**src/param_access_pkg.sv**
```systemverilog
// Constants, field layouts and carrier types for parameter access control
// What this block does
// - Mode value 1 open loop, 2 vector
// - Any mode change triggers a full save
// - Menu 0 edit saved on Enter
// - Advanced edits saved only by save command
// - Code 1000 arms save for next reset
// - Reset from keypad button or serial 100
// - Under-voltage save needs code 1001 instead
// - Codes 1233/1244 load 50/60 Hz defaults
// - Defaults also saved, security left untouched
// - Level 0: Menu 0 only, editable when open
// - Level 1: all menus, editable when open
// - Level 2: Menu 0 only, read-only
// - Level 3: all visible, all read-only
// - Level 4: keypad held in status mode
// - Closed security forces visible parameters read-only
// - Level and security evaluated independently, all combos
// - Reset state: level 0, security open
// - Code 1..9999, active after reset, reads 0
// - Level stays changeable while code is set
package param_access_pkg;
  localparam int ADDR_W = 8;
  localparam logic [ADDR_W-1:0] ADDR_MODE = 8'h00;
  localparam logic [ADDR_W-1:0] ADDR_CMD = 8'h04;
  localparam logic [ADDR_W-1:0] ADDR_RESET = 8'h08;
  localparam logic [ADDR_W-1:0] ADDR_LEVEL = 8'h0C;
  localparam logic [ADDR_W-1:0] ADDR_CODE = 8'h10;
  localparam logic [ADDR_W-1:0] ADDR_UNLOCK = 8'h14;
  localparam logic [ADDR_W-1:0] ADDR_STATUS = 8'h18;
  // Mode register fields
  localparam int MODE_LSB = 0;
  localparam int SW_ENABLE_BIT = 4;
  localparam logic [1:0] OPEN_LOOP_MODE = 2'h1;
  localparam logic [1:0] ROTOR_FLUX_VECTOR_MODE = 2'h2;
  // Command codes: 1000, 1001, 1233, 1244, reset value 100
  localparam logic [15:0] CMD_NONE = 16'h0000;
  localparam logic [15:0] CMD_SAVE = 16'h03E8;
  localparam logic [15:0] CMD_SAVE_UV = 16'h03E9;
  localparam logic [15:0] CMD_DEF50 = 16'h04D1;
  localparam logic [15:0] CMD_DEF60 = 16'h04DC;
  localparam logic [15:0] RESET_REQUEST = 16'h0064;
  // Access levels
  localparam logic [2:0] LEVEL_MENU0 = 3'h0;
  localparam logic [2:0] LEVEL_ALL = 3'h1;
  localparam logic [2:0] LEVEL_RO_MENU0 = 3'h2;
  localparam logic [2:0] LEVEL_RO_ALL = 3'h3;
  localparam logic [2:0] LEVEL_STATUS = 3'h4;
  localparam logic [2:0] LEVEL_NO_ACCESS = 3'h5;
  // Security code limit 9999
  localparam logic [13:0] CODE_NONE = 14'h0000;
  localparam logic [13:0] CODE_MAX = 14'h270F;
  // Status register fields
  localparam int ST_DISABLED = 0;
  localparam int ST_UNDERVOLT = 1;
  localparam int ST_CLOSED = 2;
  localparam int ST_PERM_LSB = 8;
  localparam int ST_DONE_LSB = 16;
  // Pin sync lanes
  localparam int PIN_BTN = 0;
  localparam int PIN_ENTER = 1;
  localparam int PIN_UV = 2;
  localparam int PIN_EN = 3;
  localparam int PIN_N = 4;
  // Bus responses
  localparam logic [1:0] RESP_OKAY = 2'h0;
  localparam logic [1:0] RESP_SLVERR = 2'h2;
  localparam logic [1:0] RESP_DECERR = 2'h3;

  typedef struct packed {
    logic awvalid;
    logic [ADDR_W-1:0] awaddr;
    logic wvalid;
    logic [31:0] wdata;
    logic [3:0] wstrb;
    logic bready;
    logic arvalid;
    logic [ADDR_W-1:0] araddr;
    logic rready;
  } axi_req_type;

  typedef struct packed {
    logic awready;
    logic wready;
    logic bvalid;
    logic [1:0] bresp;
    logic arready;
    logic rvalid;
    logic [31:0] rdata;
    logic [1:0] rresp;
  } axi_rsp_type;

  typedef struct packed {
    logic menu0_visible;
    logic menu0_writable;
    logic adv_visible;
    logic adv_writable;
    logic keypad_status_only;
    logic comms_allowed;
  } perm_type;
endpackage

```
**src/param_access.sv**
```systemverilog
// Parameter access, security and command execution with AXI4-Lite slave
//
// Implementation choices: the AXI4-Lite slave port and the address map.
`timescale 1ns/1ps
module param_access (
  input wire logic clk,
  input wire logic reset_n,
  input wire param_access_pkg::axi_req_type axi_req,
  output param_access_pkg::axi_rsp_type axi_rsp,
  input wire logic keypad_reset_btn,
  input wire logic keypad_enter_commit,
  input wire logic undervoltage,
  input wire logic enable_terminals,
  output logic [1:0] op_mode,
  output param_access_pkg::perm_type perm,
  output logic nv_save,
  output logic load_defaults_50,
  output logic load_defaults_60
);
  import param_access_pkg::*;

  typedef struct packed {
    logic aw_ok;
    logic [ADDR_W-1:0] aw_addr;
    logic w_ok;
    logic [31:0] w_data;
    logic [3:0] w_strb;
    logic bvalid;
    logic [1:0] bresp;
    logic rvalid;
    logic [31:0] rdata;
    logic [1:0] rresp;
    logic [1:0] mode;
    logic sw_enable;
    logic [15:0] cmd;
    logic [2:0] level;
    logic [13:0] code_pending;
    logic [13:0] code_active;
    logic unlocked;
    logic [PIN_N-1:0] sync1;
    logic [PIN_N-1:0] sync2;
    logic [PIN_N-1:0] prev;
    logic nv_save;
    logic def50;
    logic def60;
    logic [1:0] done;
    perm_type perm;
  } state_type;

  state_type st_reg;
  state_type st_next;

  // Byte-lane merge of a write into a stored word
  function automatic logic [31:0] merge(input logic [31:0] old,
                                        input logic [31:0] wd,
                                        input logic [3:0] strb);
    logic [31:0] r;
    r = old;
    for (int i = 0; i < 4; i++) begin
      if (strb[i]) begin
        r[8*i +: 8] = wd[8*i +: 8];
      end
    end
    return r;
  endfunction

  // Access level and security state to visibility and write rights
  function automatic perm_type perms(input logic [2:0] level,
                                     input logic closed);
    perm_type p;
    p = '0;
    p.comms_allowed = 1'b1;
    unique case (level)
      LEVEL_MENU0: begin
        p.menu0_visible = 1'b1;
        p.menu0_writable = !closed;
      end
      LEVEL_ALL: begin
        p.menu0_visible = 1'b1;
        p.adv_visible = 1'b1;
        p.menu0_writable = !closed;
        p.adv_writable = !closed;
      end
      LEVEL_RO_MENU0: begin
        p.menu0_visible = 1'b1;
      end
      LEVEL_RO_ALL: begin
        p.menu0_visible = 1'b1;
        p.adv_visible = 1'b1;
      end
      LEVEL_STATUS: begin
        p.keypad_status_only = 1'b1;
      end
      default: begin
        p.keypad_status_only = 1'b1;
        p.comms_allowed = 1'b0;
      end
    endcase
    return p;
  endfunction

  logic drive_disabled;
  logic uv;
  logic sec_closed;
  logic reset_req;
  logic wr_fire;
  logic [31:0] wr_word;

  // Qualified pin levels after synchronisation
  assign uv = st_reg.sync2[PIN_UV];
  assign drive_disabled = !st_reg.sync2[PIN_EN] || !st_reg.sw_enable;
  assign sec_closed = (st_reg.code_active != CODE_NONE) && !st_reg.unlocked;
  assign wr_fire = st_reg.aw_ok && st_reg.w_ok && !st_reg.bvalid;

  // Handshake outputs
  assign axi_rsp.awready = !st_reg.aw_ok && !st_reg.bvalid;
  assign axi_rsp.wready = !st_reg.w_ok && !st_reg.bvalid;
  assign axi_rsp.arready = !st_reg.rvalid;
  assign axi_rsp.bvalid = st_reg.bvalid;
  assign axi_rsp.bresp = st_reg.bresp;
  assign axi_rsp.rvalid = st_reg.rvalid;
  assign axi_rsp.rdata = st_reg.rdata;
  assign axi_rsp.rresp = st_reg.rresp;
  assign op_mode = st_reg.mode;
  assign perm = st_reg.perm;
  assign nv_save = st_reg.nv_save;
  assign load_defaults_50 = st_reg.def50;
  assign load_defaults_60 = st_reg.def60;

  // Next-state logic
  always_comb begin
    st_next = st_reg;
    reset_req = 1'b0;
    wr_word = '0;
    st_next.nv_save = 1'b0;
    st_next.def50 = 1'b0;
    st_next.def60 = 1'b0;
    st_next.sync1 = {enable_terminals, undervoltage,
                     keypad_enter_commit, keypad_reset_btn};
    st_next.sync2 = st_reg.sync1;
    st_next.prev = st_reg.sync2;
    // Red button press requests a drive reset
    if (st_reg.sync2[PIN_BTN] && !st_reg.prev[PIN_BTN]) begin
      reset_req = 1'b1;
    end
    // Menu 0 edit committed on Enter
    if (st_reg.sync2[PIN_ENTER] && !st_reg.prev[PIN_ENTER] &&
        st_reg.perm.menu0_writable) begin
      st_next.nv_save = 1'b1;
    end
    // Write address and data taken in either order
    if (axi_req.awvalid && axi_rsp.awready) begin
      st_next.aw_ok = 1'b1;
      st_next.aw_addr = axi_req.awaddr;
    end
    if (axi_req.wvalid && axi_rsp.wready) begin
      st_next.w_ok = 1'b1;
      st_next.w_data = axi_req.wdata;
      st_next.w_strb = axi_req.wstrb;
    end
    if (st_reg.bvalid && axi_req.bready) begin
      st_next.bvalid = 1'b0;
    end
    // Register write once both halves are held
    if (wr_fire) begin
      st_next.aw_ok = 1'b0;
      st_next.w_ok = 1'b0;
      st_next.bvalid = 1'b1;
      st_next.bresp = RESP_OKAY;
      unique case (st_reg.aw_addr)
        ADDR_MODE: begin
          wr_word = merge({27'h000_0000, st_reg.sw_enable, 2'h0,
                           st_reg.mode}, st_reg.w_data, st_reg.w_strb);
          st_next.sw_enable = wr_word[SW_ENABLE_BIT];
          if (wr_word[MODE_LSB +: 2] != st_reg.mode) begin
            if ((wr_word[MODE_LSB +: 2] == OPEN_LOOP_MODE ||
                 wr_word[MODE_LSB +: 2] == ROTOR_FLUX_VECTOR_MODE) &&
                drive_disabled && st_reg.perm.menu0_writable &&
                st_reg.perm.comms_allowed) begin
              st_next.mode = wr_word[MODE_LSB +: 2];
              st_next.nv_save = 1'b1;
            end else begin
              st_next.bresp = RESP_SLVERR;
            end
          end
        end
        ADDR_CMD: begin
          wr_word = merge({16'h0000, st_reg.cmd}, st_reg.w_data,
                          st_reg.w_strb);
          if (st_reg.perm.comms_allowed) begin
            st_next.cmd = wr_word[15:0];
          end else begin
            st_next.bresp = RESP_SLVERR;
          end
        end
        ADDR_RESET: begin
          wr_word = merge(32'h0000_0000, st_reg.w_data, st_reg.w_strb);
          if (!st_reg.perm.comms_allowed) begin
            st_next.bresp = RESP_SLVERR;
          end else if (wr_word[15:0] == RESET_REQUEST) begin
            reset_req = 1'b1;
          end
        end
        ADDR_LEVEL: begin
          wr_word = merge({29'h0000_0000, st_reg.level}, st_reg.w_data,
                          st_reg.w_strb);
          if (wr_word[2:0] <= LEVEL_NO_ACCESS) begin
            st_next.level = wr_word[2:0];
          end else begin
            st_next.bresp = RESP_SLVERR;
          end
        end
        ADDR_CODE: begin
          wr_word = merge({18'h0_0000, st_reg.code_pending},
                          st_reg.w_data, st_reg.w_strb);
          if (!st_reg.perm.comms_allowed || sec_closed ||
              wr_word[13:0] > CODE_MAX) begin
            st_next.bresp = RESP_SLVERR;
          end else begin
            st_next.code_pending = wr_word[13:0];
          end
        end
        ADDR_UNLOCK: begin
          wr_word = merge(32'h0000_0000, st_reg.w_data, st_reg.w_strb);
          if (wr_word[13:0] == st_reg.code_active) begin
            st_next.unlocked = 1'b1;
          end else begin
            st_next.bresp = RESP_SLVERR;
          end
        end
        ADDR_STATUS: begin
          st_next.bresp = RESP_OKAY;
        end
        default: begin
          st_next.bresp = RESP_DECERR;
        end
      endcase
    end
    // Drive reset: run the armed command, activate the code, relock
    if (reset_req) begin
      st_next.code_active = st_next.code_pending;
      st_next.unlocked = 1'b0;
      st_next.done = 2'h0;
      unique case (st_next.cmd)
        CMD_SAVE: begin
          if (!uv) begin
            st_next.nv_save = 1'b1;
            st_next.done = 2'h1;
          end
        end
        CMD_SAVE_UV: begin
          if (uv) begin
            st_next.nv_save = 1'b1;
            st_next.done = 2'h1;
          end
        end
        CMD_DEF50: begin
          st_next.def50 = 1'b1;
          st_next.nv_save = 1'b1;
          st_next.done = 2'h2;
        end
        CMD_DEF60: begin
          st_next.def60 = 1'b1;
          st_next.nv_save = 1'b1;
          st_next.done = 2'h3;
        end
        default: begin
          st_next.done = 2'h0;
        end
      endcase
      st_next.cmd = CMD_NONE;
    end
    // Read channel, one cycle after address taken
    if (st_reg.rvalid && axi_req.rready) begin
      st_next.rvalid = 1'b0;
    end
    if (axi_req.arvalid && axi_rsp.arready) begin
      st_next.rvalid = 1'b1;
      st_next.rresp = RESP_OKAY;
      st_next.rdata = '0;
      unique case (axi_req.araddr)
        ADDR_MODE: begin
          st_next.rdata[MODE_LSB +: 2] = st_reg.mode;
          st_next.rdata[SW_ENABLE_BIT] = st_reg.sw_enable;
        end
        ADDR_CMD: st_next.rdata[15:0] = st_reg.cmd;
        ADDR_RESET: st_next.rdata = '0;
        ADDR_LEVEL: st_next.rdata[2:0] = st_reg.level;
        ADDR_CODE: st_next.rdata = '0;
        ADDR_UNLOCK: st_next.rdata = '0;
        ADDR_STATUS: begin
          st_next.rdata[ST_DISABLED] = drive_disabled;
          st_next.rdata[ST_UNDERVOLT] = uv;
          st_next.rdata[ST_CLOSED] = sec_closed;
          st_next.rdata[ST_PERM_LSB +: 6] = st_reg.perm;
          st_next.rdata[ST_DONE_LSB +: 2] = st_reg.done;
        end
        default: st_next.rresp = RESP_DECERR;
      endcase
      if (!st_reg.perm.comms_allowed && axi_req.araddr != ADDR_LEVEL &&
          axi_req.araddr != ADDR_STATUS) begin
        st_next.rdata = '0;
        st_next.rresp = RESP_SLVERR;
      end
    end
    // Level and security combine independently into rights
    st_next.perm = perms(st_next.level,
                         (st_next.code_active != CODE_NONE) &&
                         !st_next.unlocked);
  end

  // State register
  always_ff @(posedge clk or negedge reset_n) begin
    if (!reset_n) begin
      st_reg <= '0;
      st_reg.mode <= OPEN_LOOP_MODE;
      st_reg.level <= LEVEL_MENU0;
      st_reg.perm.menu0_visible <= 1'b1;
      st_reg.perm.menu0_writable <= 1'b1;
      st_reg.perm.comms_allowed <= 1'b1;
    end else begin
      st_reg <= st_next;
    end
  end
endmodule

```
**config.mk**
```make
export PLATFORM = sky130hd
export DESIGN_NAME = param_access
export DESIGN_NICKNAME = d
export VERILOG_FILES = /design/src/param_access_pkg.sv /design/src/param_access.sv
export SDC_FILE = /design/constraint.sdc
export NUM_CORES = 1
export LEC_CHECK = 0
export BUFFER_PORTS_ARGS = -buffer_cell sky130_fd_sc_hd__buf_4
export CAP_MARGIN = 20
export CORE_MARGIN = 2
export CORE_UTILIZATION = 55
export DETAILED_ROUTE_END_ITERATION = 12
export PLACE_DENSITY = 0.86
export SYNTH_ARGS = -nofsm -noshare
export SYNTH_HDL_FRONTEND = slang
export SYNTH_SLANG_ARGS = --single-unit
```
**constraint.sdc**
```tcl
create_clock -name clk -period 4 [get_ports clk]
set_clock_uncertainty 0.05 [all_clocks]
set_input_delay 1.2 -clock clk [delete_from_list [all_inputs] [get_ports clk]]
set_output_delay 1.2 -clock clk [all_outputs]
set_load 0.05 [all_outputs]
```
# Yosys cells after proc, flatten, opt, wreduce, memory -nomap -nowiden
# Cells that the tools add are included.
dict set report op_classes {
  eq_ne 28
  reduce_logical 53
  order_cmp 2
  n_mux 86
}
# operator n
set op_table {}
lappend op_table {{8-bit two-way mux} 13}
lappend op_table {{8-bit by 5-bit == test with 1-bit output, second input constant} 6}
lappend op_table {{16-bit two-way mux} 3}
lappend op_table {{37-bit two-way mux} 1}
lappend op_table {{35-bit two-way mux} 1}
lappend op_table {{33-bit two-way mux} 1}
lappend op_table {{16-bit by 10-bit == test with 1-bit output, second input constant} 2}
lappend op_table {{16-bit by 11-bit == test with 1-bit output, second input constant} 2}
lappend op_table {{8-bit by 4-bit == test with 1-bit output, second input constant} 4}
lappend op_table {{1-bit two-way mux} 30}
lappend op_table {{6-bit two-way mux} 5}
lappend op_table {{14-bit two-way mux} 2}
lappend op_table {{14-bit nonzero test} 2}
lappend op_table {{3-bit two-way mux} 7}
lappend op_table {{20-bit two-way mux} 1}
lappend op_table {{5-bit two-way mux} 4}
lappend op_table {{1-bit logical AND} 19}
lappend op_table {{2-bit two-way mux} 9}
lappend op_table {{16-bit by 7-bit == test with 1-bit output, second input constant} 1}
lappend op_table {{8-bit by 3-bit == test with 1-bit output, second input constant} 2}
lappend op_table {{8-bit zero test} 2}
lappend op_table {{2-bit one-hot mux with 4 select lines} 2}
lappend op_table {{15-bit two-way mux} 1}
lappend op_table {{14-bit == test} 1}
lappend op_table {{other kinds (26)} 48}
dict set report totals {
  output_inout_bits 52
  word_cells 199
  reg_bits 156
}

# Depth between registers and ports, before layout
# Gate-level depths: netlist of the first run.
dict set report depth {
  ltp_word 15
  mapped_depth 10
  depth_no_buf 8
}

# Worst setup path before layout of the first run
# OpenSTA, ideal clock, no wires.
dict set report synth_path {
  path_type {input port to flip-flop}
  startpoint {input axi_req[2] (netlist bit)}
  endpoint {register st_reg, in the netlist axi_rsp[4]}
  arrival_ps 2682
  cell_stages 9
  slack_ps 1185
  cell_sequence {nor3_1 nand2_1 nor3_1 or2_2 o21a_1 and2_1 clkbuf_1 a21oi_1 o21ai_0}
}
dict set report synth_via {
  elab_chain_len 4
  elab_cells_between_ends 9
}
# item line
set synth_rtl {}
lappend synth_rtl {{start, declared} param_access.sv:8} ;# input wire param_access_pkg::axi_req_type axi_req,
lappend synth_rtl {{parallel branches: the longest is 3 deep, another holds 8-bit by 5-bit == test with 1-bit output} -}
lappend synth_rtl {{20-bit two-way mux (*)} param_access.sv:300} ;# if (!st_reg.perm.comms_allowed && axi_req.araddr != ADDR_LEVEL &&
lappend synth_rtl {{end signal, assigned} param_access.sv:322} ;# st_reg <= st_next;
lappend synth_rtl {{end, declared} param_access.sv:50} ;# state_type st_reg;
# Mark *: on every way between the ends.
# A chain may end at the register's enable or synchronous reset.

==> results.md, run 1 <==
- Critical path type: reg2reg
- Synthesized-area fraction occupied by adder cells: 0%
- DRC Markers: 0
- Post-route antenna net violation count: 0
- Fmax: 325 MHz
- Routed vias/inst: about 6
- Num rows: 38
- Net Sw Power: 1.67 mW
- PwrDens: 620 nW/um^2
- DR iter-0 viols: 427
- Sw Share: 37.4%
- Worst-Margin Slew: 0.905 ns
- Core area: ~11000 sq um
- CP Launch Type: flip-flop
- Avg Cell Area, Syn: around 10 sq um
- Htree depth: 4
- Fillers: 832
- Critical Path Most Common Cell: nand3b_1
- Area leader, netlist: dfrtp_1
- Most used DFF post-synth: dfrtp_1
- Post-Synth Simple-Gate Area: 17.9%
- Cts repair resizes: 0
- Final worst path period need: slightly above 3 ns
- CP Max Fanout: 11
- Int Power: 2.79 mW
- DP HPWL: 10000 um
- Slew headroom: 39.7%
- Final Hold Fails: 0
- Clk pwr share: about a third
- Most frequent cells in the layout: 119 x dfrtp_1, 87 x buf_4, 72 x nand2_1, 55 x mux2_2, 42 x nor2_1
- TritonCTS clock tree: yes
- Worst-path cell chain: or4_1 > nor4_4 > and2_1 > nand3b_1 > a221o_1 > nor3_2 > a21o_1 > nand3b_1
- First-pass GRT wire length: between 20000 and 25000 um
- Cell variety after synth: 57
- Drt total wl: 14400 um
- Root Buffer: clkbuf_16
- Gr usage total: 25.0%
- CP required: 4.25 ns
- Worst skew pair latency: 0.42 ns
- CP endpoint kind: flip-flop
- Worst-path clk slew: 0.06 ns
- Congestion Overflow GR: 0
- Final setup viols: 0
- Syn Std Cell Area: 6210 sq um
- Width of the die: 110 um
- Post-synthesis mux area share: between 10% and 20%
- Die Height: 110 um
- Seq cells post-synth: roughly 120
- Layout cells sized above 1: between 20% and 30%
- Vias in the first global route: 4721
- Tcrit/Tclk final: 76.8%
- CTS Hold Buffers Added: 0
- Bufs on Longest Clock Path: 2
- Syn Inst Count: 612
- CP max-delay cell: or4_1
- Compound-Gate Fraction of Synth Area: 11.6%
- Synth top area share: 47.9%
- Setup TNS: 0 ns
- Vias post-DR: 4828
- Number of enable flip-flop cells after synthesis: 0
- Max-cap viol count: 0
- Most common cell after layout, fill and taps aside: dfrtp_1
- Ant diodes: 0
- Outcome: finished clean
- Area Overhead vs Synth: 15.8%
- I/O pin total: 115
- IO Port Bufs: 82
- WL/cell: about 18 um
- Sequential share of power: a little over two fifths
- Comb pwr share: roughly 24%
- Pwr Total: 4.46 mW
- RePlAce Congestion: 0.893
- Max-slew violation count: 0
- CTS Buf Count: 17
- XOR/XNOR Fraction of Synth Area: ~1.8%
- Main combinational cell family by area after synthesis: simple AND/OR/NAND/NOR gates
- Max incr delay on CP: approximately 0.69 ns
- Clock sink count: between 100 and 150
- Yosys warning total: 0
- Area of the die: approximately 12000 sq um
- Maximum vdd drop: approximately 0.64 mV
- Initial antenna violation count: 0
- Cell Area, Placed: 6610 sq um
- RSZ-0062 raised after global routing: no
- Register area share after synthesis: 49.6%
- DR pass1 iterations: 5
- Postcts setup bufs: 0
- Worst hold path type: reg2reg
- Design Area, Final: 7190 sq um
- Largest net degree at the start of global routing: 75
- Crit path DAT: 3.32 ns
- Most area-consuming cells after synthesis: dfrtp_1 48%, mux2_2 10%, buf_4 5.7%
- Core Util, Final: 65.8%
- Final nets: 713
- Leakage power: 3.29 nW
- Initial core utilization: 56.8%
- Max reg flops: 81
- Fraction of registers with async set/reset: 100%
==> final timing paths <==
path / slack, ns / endpoint / cells past startpoint / startpoint
worst max register to register: 0.93 / nv_save$_DFF_PN0_ / 8 / st_reg[154]$_DFFE_PN0P_
max in group asynchronous: 2.10 / st_reg[25]$_DFF_PN0_ / 2 / reset_n
min in group asynchronous: 0.85 / axi_rsp[9]$_DFFE_PN0P_ / 1 / reset_n
worst max-delay path: 0.93 / nv_save$_DFF_PN0_ / 8 / st_reg[154]$_DFFE_PN0P_
worst min register to register: 0.30 / st_next[13]$_DFF_PN0_ / 0 / st_next[17]$_DFF_PN0_
worst min-delay path: 0.30 / st_next[13]$_DFF_PN0_ / 0 / st_next[17]$_DFF_PN0_
==> area by class of cell <==
type	count	area, sq um	share of cell area, %
Inverter	8	30.0	0.418
Timing Repair Buffer	87	653	9.08
Clock inverter	15	155	2.16
Clock buffer	17	425	5.92
Tap cell	140	175	2.44
Sequential cell	123	3080	42.9
Multi-Input combinational cell	413	2670	37.1
==> through the flow <==
step | setup slack (ns) | hold WS (ns) | std cells
2_1_floorplan | 1.18 | 0.281 | 625
3_3_place_gp | 0.903 | 0.284 | 771
3_5_place_dp | 0.869 | 0.287 | 771
4_1_cts | 0.939 | 0.299 | 803
5_1_grt | 0.746 | 0.318 | 803
6_report | 0.927 | 0.299 | 803
==> cell usage after synthesis, drive strengths merged (3+ instances only) <==
| cell type | instances |
|---|---|
| nor2 | 42 |
| mux2 | 56 |
| nand4b | 6 |
| and3 | 6 |
| dfrtp | 119 |
| inv | 8 |
| or4 | 4 |
| nand3b | 12 |
| nand4 | 8 |
| a22o | 9 |
| xor2 | 8 |
| a21o | 3 |
| o22ai | 5 |
| nand3 | 11 |
| and2 | 8 |
| buf | 51 |
| clkbuf | 30 |
| nor4 | 8 |
| o21ai | 25 |
| xnor2 | 5 |
| a221o | 5 |
| a31oi | 5 |
| dfstp | 4 |
| a21oi | 31 |
| mux2i | 3 |
| nand2 | 72 |
| a22oi | 8 |
| a211oi | 6 |
| nor3 | 21 |
| nand2b | 4 |
| nor2b | 4 |
==> power groups by stage <==
stage	logic, mW	registers [mW]	clock network, mW
after floorplan	1.05	1.59	0
after global placement	1.03	1.86	0
after detailed placement	1.07	1.88	0
after CTS	1.08	1.86	1.51
after global routing	1.18	1.92	1.57
final	1.08	1.88	1.50
==> layer usage <==
| layer | global-route usage [%] | share of wire [%] |
|---|---|---|
| met1 | 31.7 | 41 |
| met2 | 42.0 | 49 |
| met3 | 5.00 | 6.9 |
| met4 | 10.2 | 2.8 |
| met5 | 0 | 0 |
==> worst max-delay path: cells and delay by family (launching register included) <==
kind / cells / cell delay, ns
compound gates: 2 / 0.56
simple gates: 6 / 1.96
flops: 1 / 0.40
==> cells by family (layout without fill, tap and decap cells) <==
family / Yosys count / after routing
AO/OA/AOI/OAI: 110 / 110
XOR/XNOR: 13 / 13
buffers and inverters: 89 / 127
flip-flops: 123 / 123
multiplexers: 59 / 59
other: 1 / 14
AND/OR/NAND/NOR: 217 / 217
Note: power is estimated with default switching activity, not from simulation.
==> run 2, diff against run 1 <==
Settings changed: CORE_UTILIZATION 55 to 51, PLACE_DENSITY 0.86 to 0.84.
Clock period 4 ns to 2.8 ns, I/O delays scaled along.
==> run 2 against run 1 <==
  * Final area rose by 4.3%
  * Global-route usage shrank 1.9 points
  * Worst hold slack worse by 0.0019 ns
  * Sequential share of layout area shrank 1.8 points
  * Core utilization shrank 3.1 points
  * Non-clock buffer count up 32
  * Register-to-register slack worse by 0.76 ns
  * Largest power group unchanged
  * First-iteration DRC count shrank 16%
  * Fmax up 17%
  * Largest cell class unchanged
  * Die area grew 7.6%
  * Via count increased by 1.6%
  * Critical path depth unchanged
==> results.md, run 2 (synthesized netlist as in run 1, its figures left out) <==
- Sequential share of power: 37.3% (-4.8 points)
- I/O pin total: 115 (unchanged)
- Most common cell after layout, fill and taps aside: dfrtp_1
- Most frequent cells in the layout: 119 x dfrtp_1, 117 x buf_4, 72 x nand2_1, 55 x mux2_2, 42 x nor2_1
- Htree depth: 4 (unchanged)
- DR iter-0 viols: 359 (-16%)
- WL/cell: 17.3 um (-3.5%)
- Placement Setup Slack: 0.0243 ns (-0.845 ns)
- WHS Path Cells: 0 (unchanged)
- Worst skew pair latency: 0.42 ns (about the same)
- Post-Layout Cell Count: 842 (+4.9%)
- Critical path type: reg2reg
- CP required: 3.05 ns (-1.20 ns)
- Width of the die: 114 um (+3.7%)
- Fmax: 380 MHz (+17%)
- CTS Buf Count: 17 (unchanged)
- Setup TNS: 0 ns (unchanged)
- Clock sink count: 123 (unchanged)
- Worst-Margin Slew: 0.639 ns (-0.266 ns)
- Postcts setup bufs: 0 (unchanged)
- Cell total after placement: 810 (+5.1%)
- TritonCTS clock tree: yes
- Worst r2r src: st_reg[154]$_DFFE_PN0P_
- CP startpoint: st_reg[154]$_DFFE_PN0P_
- Sw Share: 35.4% (-2.0 points)
- Bufs on Longest Clock Path: 2 (unchanged)
- DRC Markers: 0 (unchanged)
- Comb pwr share: 29.6% (+5.3 points)
- Final Hold Fails: 0 (unchanged)
- Slew headroom: 57.3% (+18 points)
- Final worst path period need: 2.63 ns (-0.440 ns)
- Worst hold path type: reg2reg
- RSZ-0062 raised after global routing: no
- Max-cap viol count: 0 (unchanged)
- Max reg flops: 81 (unchanged)
- Routed vias/inst: 5.82 (-3.1%)
- Gr usage total: 23.1% (-1.9 points)
- RePlAce Congestion: 0.879 (-1.6%)
- Net Sw Power: 2.35 mW (+41%)
- Root Buffer: clkbuf_16
- Cell Area, Placed: 6890 sq um (+4.1%)
- PwrDens: 886 nW/um^2 (+43%)
- Core Util, Final: 62.7% (-3.1 points)
- Layout cells sized above 1: 31.8% (+3.7 points)
- Core area: 12000 sq um (+9.4%)
- Maximum vdd drop: 0.577 mV (-9.8%)
- CTS Hold Buffers Added: 0 (unchanged)
- Max-slew violation count: 0 (unchanged)
- CP Max Fanout: 7 (-4)
- Vias in the first global route: 4778 (+1.2%)
- Area of the die: 13100 sq um (+7.6%)
- Worst-path clk slew: 0.06 ns (about the same)
- R2R depth: 8 (unchanged)
- Int Power: 4.29 mW (+54%)
- Initial antenna violation count: 0 (unchanged)
- Final setup viols: 0 (unchanged)
- FF-to-FF setup slack: 0.17 ns (-0.76 ns)
- DP HPWL: 10600 um (+6.1%)
- Ant diodes: 0 (unchanged)
- Final nets: 745 (+4.5%)
- Num rows: 40 (+5.3%)
- Hold Path End: st_next[13]$_DFF_PN0_
- First-pass GRT wire length: 23400 um (+1.7%)
- Hold Startpoint: st_next[17]$_DFF_PN0_
- Area Overhead vs Synth: 20.7%
- Vias post-DR: 4904 (+1.6%)
- WHS: 0.297 ns (-0.00194 ns)
- Drt total wl: 14500 um (+1.2%)
- Die Height: 114 um (+3.7%)
- Initial core utilization: 51.9% (-4.9 points)
- R2R Path End: nv_save$_DFF_PN0_
- CP Launch Type: flip-flop
- Post-route antenna net violation count: 0 (unchanged)
- Tcrit/Tclk final: 94.0% (+17 points)
- DR pass1 iterations: 7 (+2)
- IO Port Bufs: 82 (unchanged)
- Leakage power: 3.46 nW (+5.3%)
- Design Area, Final: 7500 sq um (+4.3%)
- CP endpoint kind: flip-flop
- Largest net degree at the start of global routing: 47 (-37%)
- Clk pwr share: 33.1% (-0.5 points)
- Crit path DAT: 2.88 ns (-0.44 ns)
- Outcome: finished clean
- Congestion Overflow GR: 0 (unchanged)
- Final WS setup: 0.167 ns (-0.760 ns)
- Pwr Total: 6.64 mW (+49%)
run 2: worst max-delay path by stage:
stage	cells after the start	endpoint	slack (ns)
after detailed placement	8	nv_save$_DFF_PN0_	0.02
after CTS	8	nv_save$_DFF_PN0_	0.10
after global routing	8	nv_save$_DFF_PN0_	0.03
after floorplan	10	nv_save$_DFF_PN0_	0.25
final	8	nv_save$_DFF_PN0_	0.17
after global placement	8	nv_save$_DFF_PN0_	0.08
run 2: cell type report:
cell class                 count  area (sq um)
inverter                       8          30.0
clock inverter                15           174
timing repair buffer         119           918
clock buffer                  17           425
tap                          147           184
sequential                   123          3080
fill                         932          4460
multi-input combinational    413          2680
run 2: repair_timing:
| action | CTS | global route |
|---|---|---|
| endpoints found under the setup margin | 1 | 2 |
| resized for setup | 1 | 2 |
| pin swaps | 1 | 0 |
run 2: critical path: stages (launching register included):
cell and delay [ns]:
dfrtp_1 0.39, or4_4 0.61, or4_4 0.55, o211ai_1 0.18, a22o_1 0.18, a221o_1 0.20
nor2_1 0.06, o21ai_1 0.18, nand3b_1 0.10
run 2: routing by layer:
| metal | GRT usage, % | vias to the layer above | wire length, um |
|---|---|---|---|
| met3 | 5.08 | 32 | 809 |
| met5 | 0 | - | 0 |
| met4 | 10.5 | 0 | 362 |
| met1 | 29.0 | 2402 | 6220 |
| met2 | 38.4 | 206 | 7150 |
| li1 | - | 2264 | - |
run 2: power groups by stage:
stage / Sequential [mW] / Clock (mW) / Combinational, mW
after floorplan: 2.28 / 0 / 1.50
after global placement: 2.47 / 0 / 1.88
after detailed placement: 2.49 / 0 / 1.93
after CTS: 2.47 / 2.23 / 1.95
after global routing: 2.52 / 2.32 / 2.11
final: 2.48 / 2.20 / 1.97
==> run 3, diff against run 2 <==
Settings changed: PLACE_DENSITY 0.84 to 0.8.
==> run 3 against run 2 <==
  * Clock power about the same
  * Setup slack worse by 0.054 ns
  * Sequential cell count did not move
  * Combinational power about the same
  * Core utilization fell by 0.26 points
  * Sequential share of layout area grew 0.17 points
  * Die area stayed put
  * Global-route usage up 0.18 points
  * Sequential power barely moved
  * Critical path type unchanged
==> results.md, run 3 (synthesized netlist as in run 1, its figures left out) <==
- DRC Markers: 0 (unchanged)
- Critical path type: reg2reg
- PwrDens: 889 nW/um^2 (+0.35%)
- Final worst path period need: 2.69 ns (+0.0541 ns)
- Area of the die: 13100 sq um (unchanged)
- Setup TNS: 0 ns (unchanged)
- Final setup viols: 0 (unchanged)
- Worst hold path type: reg2reg
- Most frequent cells in the layout: 119 x dfrtp_1, 114 x buf_4, 72 x nand2_1, 55 x mux2_2, 42 x nor2_1
- Root Buffer: clkbuf_16
- Routed vias/inst: 5.72 (-1.7%)
- Worst-path cell chain: or4_4 > or4_1 > o211ai_1 > a22o_1 > a221o_1 > nor2_1 > o21ai_1 > nand3b_1
- I/O pin total: 115 (unchanged)
- DR iter-0 viols: 323 (-10%)
- Vias in the first global route: 4768 (-0.21%)
- First-pass GRT wire length: 23500 um (+0.35%)
- CP Launch Type: flip-flop
- Initial core utilization: 51.9% (unchanged)
- Top delay family on crit path: simple AND/OR/NAND/NOR gates
- TritonCTS clock tree: yes
- Max-cap viol count: 0 (unchanged)
- Post-route antenna net violation count: 0 (unchanged)
- Layout cells sized above 1: 31.1% (-0.73 points)
- CP required: 3.05 ns (about the same)
- Pwr Total: 6.64 mW (about the same)
- Congestion Overflow GR: 0 (unchanged)
- Maximum vdd drop: 0.967 mV (+68%)
- Max incr delay on CP: 0.60 ns (about the same)
- Width of the die: 114 um (unchanged)
- Worst skew pair latency: 0.42 ns (about the same)
- Final nets: 742 (-0.40%)
- Final Hold Fails: 0 (unchanged)
- RePlAce Congestion: 0.898 (+2.2%)
- Max-slew violation count: 0 (unchanged)
- IO Port Bufs: 82 (unchanged)
- Crit path DAT: 2.94 ns (+0.06 ns)
- Tcrit/Tclk final: 96.0% (+1.9 points)
- WL/cell: 17.1 um (-0.80%)
- Max reg flops: 81 (unchanged)
- DR pass1 iterations: 5 (-2)
- Gr usage total: 23.3% (+0.18 points)
- CP endpoint kind: flip-flop
- CP max-delay cell: or4_4
- CTS Buf Count: 17 (unchanged)
- Core area: 12000 sq um (unchanged)
- Fmax: 372 MHz (-2.0%)
- Leakage power: 3.43 nW (-0.84%)
- Area Overhead vs Synth: 20.2%
- Worst-Margin Slew: 0.638 ns (-0.000276 ns)
- Largest net degree at the start of global routing: 68 (+45%)
- Num rows: 40 (unchanged)
- CTS Hold Buffers Added: 0 (unchanged)
- Clock sink count: 123 (unchanged)
- Number of buffer and inverter stages on the critical path: 0 (unchanged)
- Design Area, Final: 7470 sq um (-0.42%)
- Most common cell after layout, fill and taps aside: dfrtp_1
- DP HPWL: 10500 um (-1.6%)
- Bufs on Longest Clock Path: 2 (unchanged)
- Initial antenna violation count: 0 (unchanged)
- Drt total wl: 14400 um (-1.2%)
- CP Max Fanout: 7 (unchanged)
- Vias post-DR: 4802 (-2.1%)
- Fillers: 926 (-0.64%)
- Outcome: finished clean
- Worst-path clk slew: 0.06 ns (about the same)
- RSZ-0062 raised after global routing: no
- Htree depth: 4 (unchanged)
- Die Height: 114 um (unchanged)
- Cell Area, Placed: 6860 sq um (-0.33%)
- Ant diodes: 0 (unchanged)
- Slew headroom: 57.3% (about the same)
==> run 3: layer usage <==
layer,track usage [%],share of wire [%],vias to the layer above
met5,0,0,-
met4,8.29,2.1,0
met3,6.41,6.1,31
met2,37.7,48,194
met1,30.3,44,2315
li1,-,-,2262
==> run 3: timing repair <==
item | CTS | global route
pin swaps | 0 | 1
gates resized for setup | 1 | 1
endpoints found under the setup margin | 1 | 8
setup buffers | 0 | 0
==> run 3: worst paths after layout <==
| check | end | depth (start not counted) | slack (ns) | startpoint |
|---|---|---|---|---|
| worst max register to register | nv_save$_DFF_PN0_ | 8 | 0.11 | st_reg[154]$_DFFE_PN0P_ |
| worst min-delay path | st_next[14]$_DFF_PN0_ | 0 | 0.30 | st_next[18]$_DFF_PN0_ |
| max in group asynchronous | st_reg[11]$_DFF_PN0_ | 2 | 2.01 | reset_n |
| worst min register to register | st_next[14]$_DFF_PN0_ | 0 | 0.30 | st_next[18]$_DFF_PN0_ |
| worst max-delay path | nv_save$_DFF_PN0_ | 8 | 0.11 | st_reg[154]$_DFFE_PN0P_ |
| min in group asynchronous | axi_rsp[13]$_DFFE_PN0P_ | 2 | 0.37 | reset_n |
==> run 3: power by group <==
part           internal (mW)  switching (mW)  total (mW)
Sequential              2.08           0.401        2.48
Clock                   1.41           0.778        2.19
Combinational          0.818            1.15        1.97
==> run 3: per-stage QoR <==
stage / util (%) / cells / worst slack (ns) / hold slack (ns)
final: 62.4 / 839 / 0.113 / 0.302
after global routing: 62.4 / 839 / 0.0133 / 0.307
after CTS: 62.4 / 839 / 0.0958 / 0.303
after detailed placement: 57.4 / 807 / -0.0121 / 0.290
after global placement: 57.4 / 807 / 0.0616 / 0.284
after floorplan: - / 625 / 0.246 / 0.281
==> run 3: worst reg2reg max path, stage by stage (launching register included) <==
cell and delay [ns]:
dfrtp_1 0.39, or4_4 0.60, or4_1 0.59, o211ai_1 0.20, a22o_1 0.18, a221o_1 0.21, nor2_1 0.06, o21ai_1 0.19
nand3b_1 0.10
==> run 3: area by class of cell <==
cell class	instances	area [sq um]	area share [%]
tap	147	184	2.46
timing repair buffer	116	896	12.0
clock buffer	20	447	5.98
clock inverter	12	148	1.98
inverter	8	30.0	0.402
multi-input combinational	413	2680	35.9
sequential	123	3080	41.3
